<file path="config.mk">
export PLATFORM = sky130hd
export DESIGN_NAME = ppr_pin_router
export DESIGN_NICKNAME = d
export VERILOG_FILES = /design/src/hdl/ppr_pkg.sv /design/src/hdl/ppr_reg_if.sv /design/src/hdl/ppr_pin_cell.sv /design/src/hdl/ppr_axil_slave.sv /design/src/hdl/ppr_pin_router.sv
export VERILOG_INCLUDE_DIRS = /design/src /design/src/hdl
export SDC_FILE = /design/constraint.sdc
export NUM_CORES = 1
export LEC_CHECK = 0
export BUFFER_PORTS_ARGS = -buffer_cell sky130_fd_sc_hd__buf_4
export CELL_PAD_IN_SITES_DETAIL_PLACEMENT = 1
export CELL_PAD_IN_SITES_GLOBAL_PLACEMENT = 1
export CORE_ASPECT_RATIO = 1.25
export CORE_MARGIN = 1.5
export CORE_UTILIZATION = 36
export DETAILED_ROUTE_END_ITERATION = 12
export GPL_ROUTABILITY_DRIVEN = 0
export PLACE_DENSITY_LB_ADDON = 0.1
export SYNTH_ARGS = -nofsm -noshare
export SYNTH_HDL_FRONTEND = slang
export SYNTH_SLANG_ARGS = --single-unit
</file>
<file path="constraint.sdc">
create_clock -name aclk -period 4.15 [get_ports aclk]
set_clock_uncertainty 0.15 [all_clocks]
set_input_delay 0.415 -clock aclk [delete_from_list [all_inputs] [get_ports aclk]]
set_output_delay 0.415 -clock aclk [all_outputs]
set_load 0.02 [all_outputs]
</file>
<file path="src/hdl/ppr_params.svh">
// constants of the peripheral pin router
`ifndef PPR_PARAMS_SVH
`define PPR_PARAMS_SVH

// ****************************************************************
// bus geometry
// ****************************************************************
`define PPR_AXI_AW          8
`define PPR_AXI_DW          32
`define PPR_IDX_W           6
`define PPR_RESP_OKAY       2'h0
`define PPR_RESP_SLVERR     2'h2

// ****************************************************************
// register indices (byte address is four times the index)
// ****************************************************************
`define PPR_IDX_SERIAL      6'h02
`define PPR_IDX_SPI         6'h03
`define PPR_IDX_TIMER_A     6'h04
`define PPR_IDX_TIMER_B     6'h05

// ****************************************************************
// reset values
// ****************************************************************
`define PPR_RST_SERIAL      4'h0
`define PPR_RST_SPI         2'h0
`define PPR_RST_TIMER_A     6'h00
`define PPR_RST_TIMER_B     2'h0

// ****************************************************************
// field positions
// ****************************************************************
`define PPR_SER0_LSB        0
`define PPR_SER1_LSB        2
`define PPR_SPI_LSB         0
`define PPR_TMRB0_BIT       0
`define PPR_TMRB1_BIT       1

// ****************************************************************
// pin numbering: port base plus bit
// ****************************************************************
`define PPR_PINS            24
`define PPR_PORT_A          5'h00
`define PPR_PORT_B          5'h08
`define PPR_PORT_C          5'h10

`endif

</file>
<file path="src/hdl/ppr_pkg.sv">
// types shared by the peripheral pin router
package ppr_pkg;

   // routing field encodings of the serial and spi groups
   typedef enum logic [1:0] {
      PPR_ROUTE_DEFAULT  = 2'h0,
      PPR_ROUTE_ALT      = 2'h1,
      PPR_ROUTE_RESERVED = 2'h2,
      PPR_ROUTE_NONE     = 2'h3
   } ppr_route_e;

   typedef logic [4:0] ppr_pin_t;

endpackage : ppr_pkg

</file>
<file path="src/hdl/ppr_reg_if.sv">
// register access carrier between bus slave and register file
`timescale 1ns/1ps
`include "ppr_params.svh"

interface ppr_reg_if;
   logic                   wr_en;
   logic [`PPR_IDX_W-1:0]  wr_idx;
   logic [7:0]             wr_data;
   logic                   wr_lane0;
   logic                   wr_err;
   logic [`PPR_IDX_W-1:0]  rd_idx;
   logic [7:0]             rd_data;
   logic                   rd_err;

   modport bus (output wr_en, output wr_idx, output wr_data, output wr_lane0,
                input wr_err, output rd_idx, input rd_data, input rd_err);
   modport regs (input wr_en, input wr_idx, input wr_data, input wr_lane0,
                 output wr_err, input rd_idx, output rd_data, output rd_err);
endinterface : ppr_reg_if

</file>
<file path="src/hdl/ppr_pin_cell.sv">
// one pin: peripheral override of general-purpose drive, registered
`timescale 1ns/1ps

module ppr_pin_cell (
   input  wire logic aclk,
   input  wire logic aresetn,
   input  wire logic ce,
   input  wire logic gpio_out,
   input  wire logic gpio_oe,
   input  wire logic own,
   input  wire logic per_out,
   input  wire logic per_oe,
   output logic      pin_out,
   output logic      pin_oe
);

   // owning peripheral drives, otherwise general-purpose control
   always_ff @(posedge aclk) begin
      if (!aresetn) begin
         pin_out <= 1'b0;
         pin_oe  <= 1'b0;
      end else if (ce) begin
         pin_out <= own ? per_out : gpio_out;
         pin_oe  <= own ? per_oe : gpio_oe;
      end
   end

endmodule : ppr_pin_cell

</file>
<file path="src/hdl/ppr_axil_slave.sv">
// axi4-lite slave front end for the router registers
`timescale 1ns/1ps
`include "ppr_params.svh"

module ppr_axil_slave (
   input  wire logic                   aclk,
   input  wire logic                   aresetn,
   input  wire logic                   ce,
   input  wire logic [`PPR_AXI_AW-1:0] awaddr,
   input  wire logic                   awvalid,
   output logic                        awready,
   input  wire logic [`PPR_AXI_DW-1:0] wdata,
   input  wire logic [3:0]             wstrb,
   input  wire logic                   wvalid,
   output logic                        wready,
   output logic [1:0]                  bresp,
   output logic                        bvalid,
   input  wire logic                   bready,
   input  wire logic [`PPR_AXI_AW-1:0] araddr,
   input  wire logic                   arvalid,
   output logic                        arready,
   output logic [`PPR_AXI_DW-1:0]      rdata,
   output logic [1:0]                  rresp,
   output logic                        rvalid,
   input  wire logic                   rready,
   ppr_reg_if.bus                      rif
);

   logic                   aw_got;
   logic                   w_got;
   logic                   ar_got;
   logic [`PPR_IDX_W-1:0]  aw_idx;
   logic [`PPR_IDX_W-1:0]  ar_idx;
   logic [7:0]             w_byte;
   logic                   w_lane0;

   // ****************************************************************
   // write path
   // ****************************************************************
   assign rif.wr_en    = aw_got && w_got && !bvalid;
   assign rif.wr_idx   = aw_idx;
   assign rif.wr_data  = w_byte;
   assign rif.wr_lane0 = w_lane0;

   always_ff @(posedge aclk) begin
      if (!aresetn) begin
         awready <= 1'b0;
         aw_got  <= 1'b0;
         aw_idx  <= '0;
      end else if (ce) begin
         if (awvalid && awready) begin
            awready <= 1'b0;
            aw_got  <= 1'b1;
            aw_idx  <= awaddr[`PPR_AXI_AW-1:2];
         end else if (rif.wr_en) begin
            aw_got  <= 1'b0;
         end else if (!aw_got && !bvalid) begin
            awready <= 1'b1;
         end
      end
   end

   always_ff @(posedge aclk) begin
      if (!aresetn) begin
         wready  <= 1'b0;
         w_got   <= 1'b0;
         w_byte  <= 8'h00;
         w_lane0 <= 1'b0;
      end else if (ce) begin
         if (wvalid && wready) begin
            wready  <= 1'b0;
            w_got   <= 1'b1;
            w_byte  <= wdata[7:0];
            w_lane0 <= wstrb[0];
         end else if (rif.wr_en) begin
            w_got   <= 1'b0;
         end else if (!w_got && !bvalid) begin
            wready  <= 1'b1;
         end
      end
   end

   always_ff @(posedge aclk) begin
      if (!aresetn) begin
         bvalid <= 1'b0;
         bresp  <= `PPR_RESP_OKAY;
      end else if (ce) begin
         if (rif.wr_en) begin
            bvalid <= 1'b1;
            bresp  <= rif.wr_err ? `PPR_RESP_SLVERR : `PPR_RESP_OKAY;
         end else if (bvalid && bready) begin
            bvalid <= 1'b0;
         end
      end
   end

   // ****************************************************************
   // read path
   // ****************************************************************
   assign rif.rd_idx = ar_idx;

   always_ff @(posedge aclk) begin
      if (!aresetn) begin
         arready <= 1'b0;
         ar_got  <= 1'b0;
         ar_idx  <= '0;
         rvalid  <= 1'b0;
         rdata   <= '0;
         rresp   <= `PPR_RESP_OKAY;
      end else if (ce) begin
         if (arvalid && arready) begin
            arready <= 1'b0;
            ar_got  <= 1'b1;
            ar_idx  <= araddr[`PPR_AXI_AW-1:2];
         end else if (ar_got) begin
            ar_got  <= 1'b0;
            rvalid  <= 1'b1;
            rdata   <= {24'h000000, rif.rd_data};
            rresp   <= rif.rd_err ? `PPR_RESP_SLVERR : `PPR_RESP_OKAY;
         end else if (rvalid && rready) begin
            rvalid  <= 1'b0;
         end else if (!rvalid) begin
            arready <= 1'b1;
         end
      end
   end

endmodule : ppr_axil_slave

</file>
<file path="src/hdl/ppr_pin_router.sv">
// peripheral pin router: routing registers and pin override
// Function
// - serial port one field bits 3:2: 0 on PA1-PA4, 1 on PC2,PC1,PC0,PC3
// - serial port zero field bits 1:0: 0 on PB2,PB3,PB1,PB0, 1 on PA1-PA4
// - spi field: 0 on PA1-PA4, 1 on PC2,PC1,PC0,PC3
// - value 3 in a serial or spi field connects that peripheral to no pin
// - six timer bits each move one waveform output to its alternate pin
// - single timer one output on PA3 when clear, PC4 when set
// - single timer zero output on PA5 when clear, PC0 when set
// - enabled routed peripheral overrides its pins; other pins stay general-purpose
//
// Design decision made here: the AXI4-Lite slave port.
`timescale 1ns/1ps
`include "ppr_params.svh"

module ppr_pin_router (
   input  wire logic                   aclk,
   input  wire logic                   aresetn,
   input  wire logic                   ce,
   input  wire logic [`PPR_AXI_AW-1:0] s_axi_awaddr,
   input  wire logic                   s_axi_awvalid,
   output logic                        s_axi_awready,
   input  wire logic [`PPR_AXI_DW-1:0] s_axi_wdata,
   input  wire logic [3:0]             s_axi_wstrb,
   input  wire logic                   s_axi_wvalid,
   output logic                        s_axi_wready,
   output logic [1:0]                  s_axi_bresp,
   output logic                        s_axi_bvalid,
   input  wire logic                   s_axi_bready,
   input  wire logic [`PPR_AXI_AW-1:0] s_axi_araddr,
   input  wire logic                   s_axi_arvalid,
   output logic                        s_axi_arready,
   output logic [`PPR_AXI_DW-1:0]      s_axi_rdata,
   output logic [1:0]                  s_axi_rresp,
   output logic                        s_axi_rvalid,
   input  wire logic                   s_axi_rready,
   input  wire logic [`PPR_PINS-1:0]   gpio_out,
   input  wire logic [`PPR_PINS-1:0]   gpio_oe,
   input  wire logic [`PPR_PINS-1:0]   pin_in,
   output logic [`PPR_PINS-1:0]        pin_out,
   output logic [`PPR_PINS-1:0]        pin_oe,
   input  wire logic                   serial_port_zero_en,
   input  wire logic [3:0]             serial_port_zero_out,
   input  wire logic [3:0]             serial_port_zero_oe,
   output logic [3:0]                  serial_port_zero_in,
   input  wire logic                   serial_port_one_en,
   input  wire logic [3:0]             serial_port_one_out,
   input  wire logic [3:0]             serial_port_one_oe,
   output logic [3:0]                  serial_port_one_in,
   input  wire logic                   spi_port_zero_en,
   input  wire logic [3:0]             spi_port_zero_out,
   input  wire logic [3:0]             spi_port_zero_oe,
   output logic [3:0]                  spi_port_zero_in,
   input  wire logic [5:0]             six_output_timer_en,
   input  wire logic [5:0]             six_output_timer_wo,
   input  wire logic                   single_output_timer_zero_en,
   input  wire logic                   single_output_timer_zero_wo,
   input  wire logic                   single_output_timer_one_en,
   input  wire logic                   single_output_timer_one_wo
);

   // ****************************************************************
   // pin tables, line order: data out, data in, clock, select/direction
   // ****************************************************************
   localparam ppr_pkg::ppr_pin_t SER0_DEF [4] = '{
      `PPR_PORT_B + 5'd2, `PPR_PORT_B + 5'd3, `PPR_PORT_B + 5'd1, `PPR_PORT_B + 5'd0};
   localparam ppr_pkg::ppr_pin_t PA_1TO4  [4] = '{
      `PPR_PORT_A + 5'd1, `PPR_PORT_A + 5'd2, `PPR_PORT_A + 5'd3, `PPR_PORT_A + 5'd4};
   localparam ppr_pkg::ppr_pin_t PC_ALT   [4] = '{
      `PPR_PORT_C + 5'd2, `PPR_PORT_C + 5'd1, `PPR_PORT_C + 5'd0, `PPR_PORT_C + 5'd3};
   localparam ppr_pkg::ppr_pin_t TMRA_DEF [6] = '{
      `PPR_PORT_B + 5'd0, `PPR_PORT_B + 5'd1, `PPR_PORT_B + 5'd2,
      `PPR_PORT_A + 5'd3, `PPR_PORT_A + 5'd4, `PPR_PORT_A + 5'd5};
   localparam ppr_pkg::ppr_pin_t TMRA_ALT [6] = '{
      `PPR_PORT_B + 5'd3, `PPR_PORT_B + 5'd4, `PPR_PORT_B + 5'd5,
      `PPR_PORT_C + 5'd3, `PPR_PORT_C + 5'd4, `PPR_PORT_C + 5'd5};
   localparam ppr_pkg::ppr_pin_t TMRB0_DEF = `PPR_PORT_A + 5'd5;
   localparam ppr_pkg::ppr_pin_t TMRB0_ALT = `PPR_PORT_C + 5'd0;
   localparam ppr_pkg::ppr_pin_t TMRB1_DEF = `PPR_PORT_A + 5'd3;
   localparam ppr_pkg::ppr_pin_t TMRB1_ALT = `PPR_PORT_C + 5'd4;

   // ****************************************************************
   // declarations
   // ****************************************************************
   ppr_reg_if rif ();

   logic [3:0]                serial_route_select;
   logic [1:0]                spi_route_select;
   logic [5:0]                timer_a_route_select;
   logic [1:0]                timer_b_route_select;
   ppr_pkg::ppr_route_e       grp_route [3];
   ppr_pkg::ppr_pin_t         grp_def   [3][4];
   ppr_pkg::ppr_pin_t         grp_alt   [3][4];
   logic [2:0]                grp_en;
   logic [3:0]                grp_out   [3];
   logic [3:0]                grp_oe    [3];
   logic [3:0]                next_grp_in [3];
   logic [`PPR_PINS-1:0]      own;
   logic [`PPR_PINS-1:0]      per_out;
   logic [`PPR_PINS-1:0]      per_oe;

   // ****************************************************************
   // bus slave
   // ****************************************************************
   ppr_axil_slave u_slave (
      .aclk    (aclk),
      .aresetn (aresetn),
      .ce      (ce),
      .awaddr  (s_axi_awaddr),
      .awvalid (s_axi_awvalid),
      .awready (s_axi_awready),
      .wdata   (s_axi_wdata),
      .wstrb   (s_axi_wstrb),
      .wvalid  (s_axi_wvalid),
      .wready  (s_axi_wready),
      .bresp   (s_axi_bresp),
      .bvalid  (s_axi_bvalid),
      .bready  (s_axi_bready),
      .araddr  (s_axi_araddr),
      .arvalid (s_axi_arvalid),
      .arready (s_axi_arready),
      .rdata   (s_axi_rdata),
      .rresp   (s_axi_rresp),
      .rvalid  (s_axi_rvalid),
      .rready  (s_axi_rready),
      .rif     (rif.bus)
   );

   // ****************************************************************
   // routing registers
   // ****************************************************************
   // zero on reset
   always_ff @(posedge aclk) begin
      if (!aresetn) begin
         serial_route_select  <= `PPR_RST_SERIAL;
         spi_route_select     <= `PPR_RST_SPI;
         timer_a_route_select <= `PPR_RST_TIMER_A;
         timer_b_route_select <= `PPR_RST_TIMER_B;
      end else if (ce && rif.wr_en && rif.wr_lane0) begin
         unique case (rif.wr_idx)
            `PPR_IDX_SERIAL:  serial_route_select  <= rif.wr_data[3:0];
            `PPR_IDX_SPI:     spi_route_select     <= rif.wr_data[1:0];
            `PPR_IDX_TIMER_A: timer_a_route_select <= rif.wr_data[5:0];
            `PPR_IDX_TIMER_B: timer_b_route_select <= rif.wr_data[1:0];
            default: ;
         endcase
      end
   end

   // unused bits read as zero, other indices answer with an error
   always_comb begin
      rif.rd_err = 1'b0;
      unique case (rif.rd_idx)
         `PPR_IDX_SERIAL:  rif.rd_data = {4'h0, serial_route_select};
         `PPR_IDX_SPI:     rif.rd_data = {6'h00, spi_route_select};
         `PPR_IDX_TIMER_A: rif.rd_data = {2'h0, timer_a_route_select};
         `PPR_IDX_TIMER_B: rif.rd_data = {6'h00, timer_b_route_select};
         default: begin
            rif.rd_data = 8'h00;
            rif.rd_err  = 1'b1;
         end
      endcase
   end

   assign rif.wr_err = !(rif.wr_idx inside {`PPR_IDX_SERIAL, `PPR_IDX_SPI,
                                            `PPR_IDX_TIMER_A, `PPR_IDX_TIMER_B});

   // ****************************************************************
   // group view: 0 serial zero, 1 serial one, 2 spi
   // ****************************************************************
   // serial zero, serial one and spi tables
   assign grp_route[0] = ppr_pkg::ppr_route_e'(serial_route_select[`PPR_SER0_LSB +: 2]);
   assign grp_def[0]   = SER0_DEF;
   assign grp_alt[0]   = PA_1TO4;
   assign grp_route[1] = ppr_pkg::ppr_route_e'(serial_route_select[`PPR_SER1_LSB +: 2]);
   assign grp_def[1]   = PA_1TO4;
   assign grp_alt[1]   = PC_ALT;
   assign grp_route[2] = ppr_pkg::ppr_route_e'(spi_route_select[`PPR_SPI_LSB +: 2]);
   assign grp_def[2]   = PA_1TO4;
   assign grp_alt[2]   = PC_ALT;

   assign grp_en  = {spi_port_zero_en, serial_port_one_en, serial_port_zero_en};
   assign grp_out = '{serial_port_zero_out, serial_port_one_out, spi_port_zero_out};
   assign grp_oe  = '{serial_port_zero_oe, serial_port_one_oe, spi_port_zero_oe};

   // ****************************************************************
   // ownership and drive per pin, later writes win
   // ****************************************************************
   always_comb begin
      ppr_pkg::ppr_pin_t p;
      p           = '0;
      own         = '0;
      per_out     = '0;
      per_oe      = '0;
      next_grp_in = '{4'h0, 4'h0, 4'h0};
      for (int i = 0; i < 6; i++) begin
         p = timer_a_route_select[i] ? TMRA_ALT[i] : TMRA_DEF[i];
         if (six_output_timer_en[i]) begin
            own[p]     = 1'b1;
            per_out[p] = six_output_timer_wo[i];
            per_oe[p]  = 1'b1;
         end
      end
      p = timer_b_route_select[`PPR_TMRB0_BIT] ? TMRB0_ALT : TMRB0_DEF;
      if (single_output_timer_zero_en) begin
         own[p]     = 1'b1;
         per_out[p] = single_output_timer_zero_wo;
         per_oe[p]  = 1'b1;
      end
      p = timer_b_route_select[`PPR_TMRB1_BIT] ? TMRB1_ALT : TMRB1_DEF;
      if (single_output_timer_one_en) begin
         own[p]     = 1'b1;
         per_out[p] = single_output_timer_one_wo;
         per_oe[p]  = 1'b1;
      end
      // spi lowest, serial zero highest among groups
      for (int g = 2; g >= 0; g--) begin
         for (int l = 0; l < 4; l++) begin
            p = (grp_route[g] == ppr_pkg::PPR_ROUTE_ALT) ? grp_alt[g][l] : grp_def[g][l];
            // none and reserved leave the group unconnected
            if (grp_route[g] inside {ppr_pkg::PPR_ROUTE_DEFAULT, ppr_pkg::PPR_ROUTE_ALT}) begin
               next_grp_in[g][l] = pin_in[p];
               // enabled peripheral takes over its pins
               if (grp_en[g]) begin
                  own[p]     = 1'b1;
                  per_out[p] = grp_out[g][l];
                  per_oe[p]  = grp_oe[g][l];
               end
            end
         end
      end
   end

   // ****************************************************************
   // registered inputs toward peripherals
   // ****************************************************************
   always_ff @(posedge aclk) begin
      if (!aresetn) begin
         serial_port_zero_in <= 4'h0;
         serial_port_one_in  <= 4'h0;
         spi_port_zero_in    <= 4'h0;
      end else if (ce) begin
         serial_port_zero_in <= next_grp_in[0];
         serial_port_one_in  <= next_grp_in[1];
         spi_port_zero_in    <= next_grp_in[2];
      end
   end

   // ****************************************************************
   // pin cells
   // ****************************************************************
   // override or general-purpose per pin
   for (genvar n = 0; n < `PPR_PINS; n++) begin : g_pin
      ppr_pin_cell u_cell (
         .aclk     (aclk),
         .aresetn  (aresetn),
         .ce       (ce),
         .gpio_out (gpio_out[n]),
         .gpio_oe  (gpio_oe[n]),
         .own      (own[n]),
         .per_out  (per_out[n]),
         .per_oe   (per_oe[n]),
         .pin_out  (pin_out[n]),
         .pin_oe   (pin_oe[n])
      );
   end

endmodule : ppr_pin_router

</file>
Word-level counts from Yosys, hierarchy flattened
Index checks and enable logic that the tools add are counted.
{ "word_totals": {"word_cells": 495, "romBits": 0, "reg_bits": 113, "latchBits": 0, "in_bits": 175, "n_memories": 0, "ramBits": 0, "output_inout_bits": 101} }
{ "classes": {"reduce_logical": 64, "n_mux": 284, "magnitude_cmp": 40, "bitwise": 21, "add_sub_neg": 0, "mul": 0, "eq_ne": 16, "shift": 0, "div_mod_pow": 0} }
{ "ops": {"columns": ["op", "count"], "rows": [
  ["two-way mux 24 bit", 88],
  ["bitwise mux 24 bit", 31],
  ["OR 24 bit", 19],
  ["two-way mux 1 bit", 110],
  ["demux 1 bit (select 5 bit)", 20],
  ["less-than comparator 5 x 6 -> 1 bit (second input constant)", 13],
  [">= comparator 5 x 1 -> 1 bit (second input constant)", 13],
  ["two-way mux 5 bit", 13],
  ["binary-select mux 1 bit (select 5 bit)", 12],
  ["less-than comparator 4 x 6 -> 1 bit (second input constant)", 7],
  ["logical AND 1 bit", 31],
  [">= comparator 4 x 1 -> 1 bit (second input constant)", 7],
  ["AND 24 bit", 1],
  ["== test 6 x 2 -> 1 bit (second input constant)", 4],
  ["== test 6 x 3 -> 1 bit (second input constant)", 4],
  ["case mux 6 bit (4 select lines)", 1],
  ["AND reduction 2 bit", 11],
  ["nonzero test 2 bit", 9],
  ["two-way mux 4 bit", 4],
  ["AND reduction 3 bit", 4],
  ["== test 2 x 1 -> 1 bit (second input constant)", 3],
  ["zero test 2 bit", 3],
  ["two-way mux 2 bit", 3],
  ["two-way mux 3 bit", 2],
  ["7 further kinds", 12]
]} }

Depth between registers and ports, before layout
Gate-level depths: netlist of the first run.
{ "logic_depth": {"word_depth": 58, "depth_mapped": 7, "depth_no_buf": 5} }

By module
From an unflattened synthesis of the first run, not the netlist that was laid out.
{ "unflattened": {"cells_unflattened": 678, "area_unflattened_um2": 5713.0} }
{ "by_module_without_submodules": {"columns": ["mod", "cells_per_inst", "n_inst", "area_per_inst_um2", "seq_area_each_um2"], "rows": [
  ["ppr_pin_router", 283, 1, 2068.2, 520.5],
  ["ppr_pin_cell", 8, 24, 80.1, 40.0],
  ["ppr_axil_slave", 203, 1, 1722.9, 780.7]
]} }

Worst setup path before layout of the first run
No wires, ideal clock.
{ "synth_timing": {"kind": "input to register", "start": "in ce", "end": "reg serial_route_select[1]", "required_ps": 3885, "arrival_time_ps": 1651, "setup_ps": 115, "n_path_buf": 2, "path_stages": 7, "setup_slack_ps": 2234, "path_cell_list": "buf_4 -> and4b_4 -> nand3_2 -> or4b_1 -> buf_6 -> nand3_1 -> o21ai_2"} }
{ "synth_between": {"elab_chain_cells": 3} }
{ "synth_rtl": {"columns": ["element", "line_no", "text"], "rows": [
  ["from (decl)", "ppr_pin_router.sv:19", "input wire logic ce,"],
  ["logical AND 1 bit (2 in a row)", "ppr_pin_router.sv:139", "end else if (ce && rif.wr_en && rif.wr_lane0) begin"],
  ["AND reduction 2 bit (no source line)", null, null],
  ["to (signal assigned)", "ppr_pin_router.sv:135", "serial_route_select <= `PPR_RST_SERIAL;"],
  ["to (signal assigned)", "ppr_pin_router.sv:141", "`PPR_IDX_SERIAL: serial_route_select <= rif.wr_data[3:0];"],
  ["to (decl)", "ppr_pin_router.sv:87", "logic [3:0] serial_route_select;"]
]} }
Every way passes these cells.
A chain may end at the register's enable or synchronous reset.

Worst setup path after layout of the first run
{ "layout_timing": {"start": "reg serial_route_select[2]", "end": "reg g_pin[1].u_cell.pin_out"} }
{ "layout_between": {"elab_chain_cells": 31, "elab_cells_between_ends": 76, "cone_classes": "8 x order compare; 1 x eq/ne; 53 x mux; 8 x bitwise; 6 x reduce/logical"} }
{ "layout_rtl": {"columns": ["element", "line_no", "text"], "rows": [
  ["== test 2 x 1 -> 1 bit", "ppr_pin_router.sv:219, ppr_pin_router.sv:221", null],
  ["two-way mux 5 bit", "ppr_pin_router.sv:219", "p = (grp_route[g] == ppr_pkg::PPR_ROUTE_ALT) ? grp_alt[g][l] : grp_def[g][l];"],
  ["less-than comparator 5 x 6 -> 1 bit (not written as such) / >= comparator 5 x 1 -> 1 bit (equally long branches)", "ppr_pin_router.sv:225, ppr_pin_router.sv:226", null],
  ["logical AND 1 bit (not written as such)", "ppr_pin_router.sv:225, ppr_pin_router.sv:226", null],
  ["two-way mux 1 bit (not written as such)", "ppr_pin_router.sv:225, ppr_pin_router.sv:226", null],
  ["demux 1 bit (select 5 bit)", "ppr_pin_router.sv:225, ppr_pin_router.sv:226", null],
  ["bitwise mux 24 bit / OR 24 bit (equally long branches)", null, null],
  ["two-way mux 24 bit", "ppr_pin_router.sv:224", "if (grp_en[g]) begin"],
  ["[15 not listed]", null, null],
  ["two-way mux 24 bit", "ppr_pin_router.sv:221", "if (grp_route[g] inside {ppr_pkg::PPR_ROUTE_DEFAULT, ppr_pkg::PPR_ROUTE_ALT}) begin"],
  ["bitwise mux 24 bit / OR 24 bit (equally long branches)", null, null],
  ["two-way mux 24 bit", "ppr_pin_router.sv:224", null],
  ["two-way mux 24 bit", "ppr_pin_router.sv:221", null],
  ["bitwise mux 24 bit / OR 24 bit (equally long branches)", null, null],
  ["two-way mux 24 bit", "ppr_pin_router.sv:224", null],
  ["two-way mux 24 bit", "ppr_pin_router.sv:221", null],
  ["two-way mux 1 bit (*)", "ppr_pin_cell.sv:23", "pin_out <= own ? per_out : gpio_out;"],
  ["to (signal assigned)", "ppr_pin_cell.sv:23", null],
  ["to (decl)", "ppr_pin_cell.sv:13", "output logic pin_out,"]
]} }
Mark *: on every way between the ends. The rest lies on a longest branch, timed or not.

==> results_dict.tcl, run 1 <==
set metrics [dict create \
    n_antenna_cell 0 \
    pre_cts_ws_ns 1.739 \
    cts.sinks 109 \
    syn_area_mm2 0.005713 \
    clkLatencyLatePin_ns 0.35 \
    grt_max_degree 75 \
    fin_nets 952 \
    postRouteAntennaNets 0 \
    crit_type "reg -> reg" \
    cpPeakStageDelay_ns 0.91 \
    yosysTopAreaCell "dfxtp_1" \
    layout_commonest_cell "buf_4" \
    drtIter0Drc 181 \
    maxSlewViolCount 0 \
    setup_violations 0 \
    fin_crit_ns 2.287 \
    cts_resized 0 \
    routed.top_layer "met4" \
    cts_tree "built" \
    worstPathCellList "nor3b_1, a21oi_1, a21oi_1, a21oi_1, a21oi_1" \
    drt-total-wl_um 17570 \
    rrSetupSlack_ns 1.86 \
    finalHoldViolCount 0 \
    synth_edf_count 0 \
    setup_ws_ns 1.864 \
    row_count 51 \
    tightest_slew_ns 1.061 \
    synth_cell_types 59 \
    clk_pin_slew_ns 0.07 \
    die-area_mm2 0.01664 \
    grt_pass1_wl_um 26620 \
    syn_avg_cell_area_um2 8.844 \
    ios 276 \
    cts_buffers 9 \
    vdd_ir_drop_max_v 0.0001459 \
    yosysSeqAreaShare_pct 38.20 \
    layout-drive-gt1-share_pct 30.69 \
    numPortBuffers 202 \
    crit_path_end_kind "flip-flop" \
    die_h_um 143.8 \
    grt_antenna_before_repair 0 \
    hold_class "in -> reg" \
    fin_setup_tns_ns 0 \
    start_util_pct 36.69 \
    layout-area-overhead-vs-synth_pct 25.08 \
    clock.fmax_ghz 0.4373 \
    leakage_uw 0.003214 \
    grt_pass1_vias 5109 \
    cts-root-buf "clkbuf_16" \
    core_mm2 0.01557 \
    cp-start-kind "flip-flop" \
    maxCapViolCount 0 \
    ctsHoldBuffers 0 \
    crit_fanout 10 \
    crit_top_cell "a21oi_1" \
    power_density_mw_per_mm2 331.0 \
    async_flop_share_pct 0 \
    wl_met3_um 1181 \
    ys_seq_elements 109 \
    yosys.area.top_type_share_pct 38.20 \
    clk_path_buf_depth 2 \
    wl_per_cell_um 17.68 \
    grt_setup_unrepaired "false" \
    wl_met2_um 9084 \
    cp.arrival_ns 2.42 \
    final_cell_mix "buf_4, dfxtp_1, mux2i_1, a21oi_1, nor2b_1" \
    die_w_um 115.7 \
    synth_area_leaders "dfxtp_1, mux2i_1, buf_4" \
    wirelength_met1_um 6989 \
    drc_errors 0 \
    dr_total_vias 4944 \
    drt-pass1-iter-count 4 \
    h-tree-depth 3 \
    post-cts-setup-buffers 0 \
    synthCells 646 \
    critPathRequiredTime_ns 4.28 \
    status "complete, no violations" \
    grt_use_total_pct 20.92 \
    cp_slowest_cell "nor3b_1" \
    via_per_inst 4.974 \
    slew_headroom_pct 28.98 \
    ys_warn_count 0 \
    fin_crit_sh_pct 55.10 \
    hpwl_um 13630 \
    gr-total-overflow 0 \
    synthFlopType "dfxtp_1" \
]
[synthesized netlist by cell type, types with 3 or more instances]
| library cell | number |
|---|---|
| a21boi_0 | 4 |
| a21o_1 | 3 |
| a21oi_1 | 56 |
| a22oi_1 | 3 |
| a31o_2 | 4 |
| a31oi_1 | 4 |
| and2_1 | 13 |
| buf_2 | 10 |
| buf_4 | 77 |
| buf_6 | 3 |
| clkbuf_1 | 21 |
| dfxtp_1 | 109 |
| inv_1 | 6 |
| mux2i_1 | 64 |
| nand2_1 | 46 |
| nand2b_1 | 9 |
| nand3_1 | 35 |
| nand3_2 | 3 |
| nand3b_1 | 4 |
| nor2_1 | 7 |
| nor2b_1 | 49 |
| nor3_1 | 5 |
| o211a_1 | 4 |
| o21ai_0 | 43 |
| o21ai_1 | 9 |
| o21ai_2 | 3 |
| o22ai_1 | 3 |
| o2bb2ai_1 | 12 |
[metal layers]
metal | vias to the layer above | GRT usage, %
met3 | 15 | 4.977
met2 | 143 | 37.93
met1 | 2361 | 23.73
li1 | 2425 | -
met4 | 0 | 7.445
met5 | - | 0
[critical path: cells and delay by family, from the launching register on]
family / cells / cell delay (ns)
compound gates: 4 / 0.68
flops: 1 / 0.49
simple gates: 1 / 0.91
[per-stage QoR]
stage          hold WS [ns]  instances  total power, µW  util [%]  area, µm²
3_5_place_dp         0.3076        978             1577     44.13       6870
5_1_grt              0.1682        994             2485     45.89       7146
4_1_cts              0.1582        994             2404     45.89       7146
3_3_place_gp         0.2941        978             1567     44.13       6870
2_1_floorplan        0.2781        673             1424         -       5814
6_report             0.1681        994             2365     45.89       7146
[sequential cells by signal, summed over array words and instances (netlist names), 2 cells and up]
| register | cells |
|---|---|
| u_slave.rif.rd_idx | 6 |
| timer_b_route_select | 2 |
| u_slave.rif.wr_idx | 6 |
| spi_port_zero_in | 4 |
| g_pin.u_cell.pin_oe | 24 |
| u_slave.rif.wr_data | 6 |
| timer_a_route_select | 6 |
| serial_port_one_in | 4 |
| serial_port_zero_in | 4 |
| serial_route_select | 4 |
| spi_route_select | 2 |
| u_slave.rdata | 6 |
| g_pin.u_cell.pin_out | 24 |
[power by group]
group,switching [µW],internal [µW],total [µW]
combinational,227,201,427
clock,404,412,816
sequential,29.6,1090,1120
[logic make-up after synthesis]
group,Yosys count,synth area share (%)
AND/OR/NAND/NOR,191,19.60
buffers and inverters,118,13.43
multiplexers,64,11.21
AO/OA/AOI/OAI,162,17.35
other,1,0.06564
flip-flops,109,38.20
XOR/XNOR,1,0.1533
[cell type report]
type / instances / area [µm²]
inverter: 7 / 26.28
multi-input combinational: 446 / 2865
timing repair buffer: 204 / 1531
clock buffer: 10 / 229.0
fill: 1905 / 8424
sequential: 109 / 2182
tap: 212 / 265.3
clock inverter: 6 / 46.29
[path summary, 6_finish.rpt]
kind | cells past startpoint | endpoint | startpoint
max reg2reg | 5 | g_pin[1].u_cell.pin_out | serial_route_select[2]
min reg2reg | 2 | timer_a_route_select[4] | u_slave.rif.wr_data[4]
max | 5 | g_pin[1].u_cell.pin_out | serial_route_select[2]
min | 3 | u_slave.rif.rd_idx[1] | s_axi_araddr[3]
No activity file was read; power rests on OpenSTA's default activity.
==> run 2: changes to the inputs <==
--- a/config.mk
+++ b/config.mk
@@ -11,7 +11,7 @@
 export CELL_PAD_IN_SITES_GLOBAL_PLACEMENT = 1
 export CORE_ASPECT_RATIO = 1.25
 export CORE_MARGIN = 1.5
-export CORE_UTILIZATION = 36
+export CORE_UTILIZATION = 33
 export DETAILED_ROUTE_END_ITERATION = 12
 export GPL_ROUTABILITY_DRIVEN = 0
 export PLACE_DENSITY_LB_ADDON = 0.1
==> constraint.sdc (replaced) <==
create_clock -name aclk -period 2.21 [get_ports aclk]
set_clock_uncertainty 0.15 [all_clocks]
set_input_delay 0.221 -clock aclk [delete_from_list [all_inputs] [get_ports aclk]]
set_output_delay 0.221 -clock aclk [all_outputs]
set_load 0.02 [all_outputs]
==> run 2 against run 1 <==
  * Setup slack worse by 1.7 ns
  * Register-to-register slack worse by 1.7 ns
  * Die area increased by 8.9%
  * Sequential share of layout area down 2.2 points
  * Final cell count is 6.0% higher
  * Clock power increased by 110%
  * Sequential power up 88%
  * First-iteration DRC count shrank 15%
  * Combinational power is 110% higher
  * Global-route usage down 0.87 points
  * Fmax is 14% higher
  * Critical path depth stayed put
  * Largest power group unchanged
==> results_dict.tcl, run 2 (synthesis results as in run 1) <==
set metrics [dict create \
    status "complete, no violations" \
    grt_pass1_vias 5375 \
    clk_pin_slew_ns 0.07 \
    cts_buffers 9 \
    fin_setup_tns_ns 0 \
    crit_path_end_kind "flip-flop" \
    dr_total_vias 5199 \
    cts_tree "built" \
    finalInstanceArea_mm2 0.007689 \
    grt_setup_unrepaired "false" \
    cts_resized 0 \
    tightest_slew_ns 0.5693 \
    layout-area-overhead-vs-synth_pct 34.58 \
    grt_antenna_before_repair 0 \
    cts.sinks 109 \
    fin_nets 1004 \
    final_cell_mix "buf_4, dfxtp_1, mux2i_1, a21oi_1, nor2b_1" \
    gr-total-overflow 0 \
    power_density_mw_per_mm2 608.6 \
    setup_violations 0 \
    fin_crit_sh_pct 90.79 \
    maxSlewViolCount 0 \
    leakage_uw 0.003473 \
    ctsHoldBuffers 38 \
    cp_top_family "simple AND/OR/NAND/NOR gates" \
    clk_path_buf_depth 2 \
    die-area_mm2 0.01812 \
    numPortBuffers 202 \
    cpPeakStageDelay_ns 0.68 \
    fin_crit_ns 2.006 \
    die_w_um 120.7 \
    hpwl_um 14250 \
    clock.fmax_ghz 0.4984 \
    hold_class "in -> reg" \
    die_h_um 150.1 \
    core_mm2 0.01691 \
    drc_errors 0 \
    drt-total-wl_um 18420 \
    place_area_mm2 0.006998 \
    reg_top3 "g_pin.u_cell.pin_oe (24), g_pin.u_cell.pin_out (24)" \
    slew_headroom_pct 61.93 \
    layout-drive-gt1-share_pct 30.58 \
    cp.arrival_ns 2.10 \
    crit_type "reg -> reg" \
    grt_max_degree 41 \
    crit_fanout 8 \
    grt_use_total_pct 20.05 \
    cts-root-buf "clkbuf_16" \
    cp_slowest_cell "or4b_1" \
    vdd_ir_drop_max_v 0.0003274 \
    start_util_pct 33.78 \
    ios 276 \
    drt-pass1-iter-count 4 \
    clkLatencyLatePin_ns 0.35 \
    cp-start-kind "flip-flop" \
    layout_commonest_cell "buf_4" \
    postRouteAntennaNets 0 \
    n_antenna_cell 0 \
    cp_num_buf_inv 0 \
    via_per_inst 4.933 \
    worstPathCellList "nor3_1, nand3_2, or4b_1, nand3_1, o21ai_2" \
    maxCapViolCount 0 \
    drtIter0Drc 154 \
    post-cts-setup-buffers 0 \
    finalHoldViolCount 0 \
    grt_pass1_wl_um 28230 \
    row_count 53 \
    wl_per_cell_um 17.48 \
    critPathRequiredTime_ns 2.30 \
    h-tree-depth 3 \
]
run 2: final timing paths:
check,from,end,slack (ns),cells past startpoint
max,u_slave.rif.wr_idx[3],serial_route_select[1],0.20,5
min reg2reg,u_slave.rif.wr_data[4],timer_a_route_select[4],0.30,2
min,gpio_out[22],g_pin[22].u_cell.pin_out,0.006,3
max reg2reg,u_slave.rif.wr_idx[3],serial_route_select[1],0.20,5
run 2: area by class of cell:
type	instances	area (µm²)
fill	2006	9221
multi-input combinational	446	2865
sequential	109	2182
timing repair buffer	256	2029
tap	220	275.3
clock buffer	11	252.7
clock inverter	5	57.56
inverter	7	26.28
run 2: power by group:
group / internal (µW) / leakage (µW) / total, µW / switching, µW
logic: 431 / 0.00242 / 877 / 446
registers: 2050 / 0.000893 / 2110 / 57.5
clock network: 944 / 0.000156 / 1690 / 750
total: 3430 / 0.00347 / 4680 / 1250
run 2: through the flow:
stage                     utilization, %  cells  setup slack (ns)  hold slack [ns]  power, µW
after floorplan                        -    673            0.3459           0.2170       2673
after global placement             41.38   1000            0.2536           0.3003       2960
after detailed placement           41.38   1000            0.1773           0.3008       2981
after CTS                          45.47   1054            0.1845         0.005446       4742
after global routing               45.47   1054           0.06797         0.008147       4892
final                              45.47   1054            0.2035         0.005797       4680
run 2: metal layers:
metal / GRT usage [%] / share of wire, % / up-vias
li1: - / - / 2532
met1: 23.15 / 41 / 2478
met2: 35.65 / 50 / 162
met3: 4.053 / 5.9 / 27
met4: 8.941 / 3.2 / 0
met5: 0 / 0 / -
run 2: worst register-to-register path, cell delays in order (launching register included):
cell and delay, ns:
dfxtp_1 0.31, nor3_1 0.36, nand3_2 0.16, or4b_1 0.68
nand3_1 0.18, o21ai_2 0.06
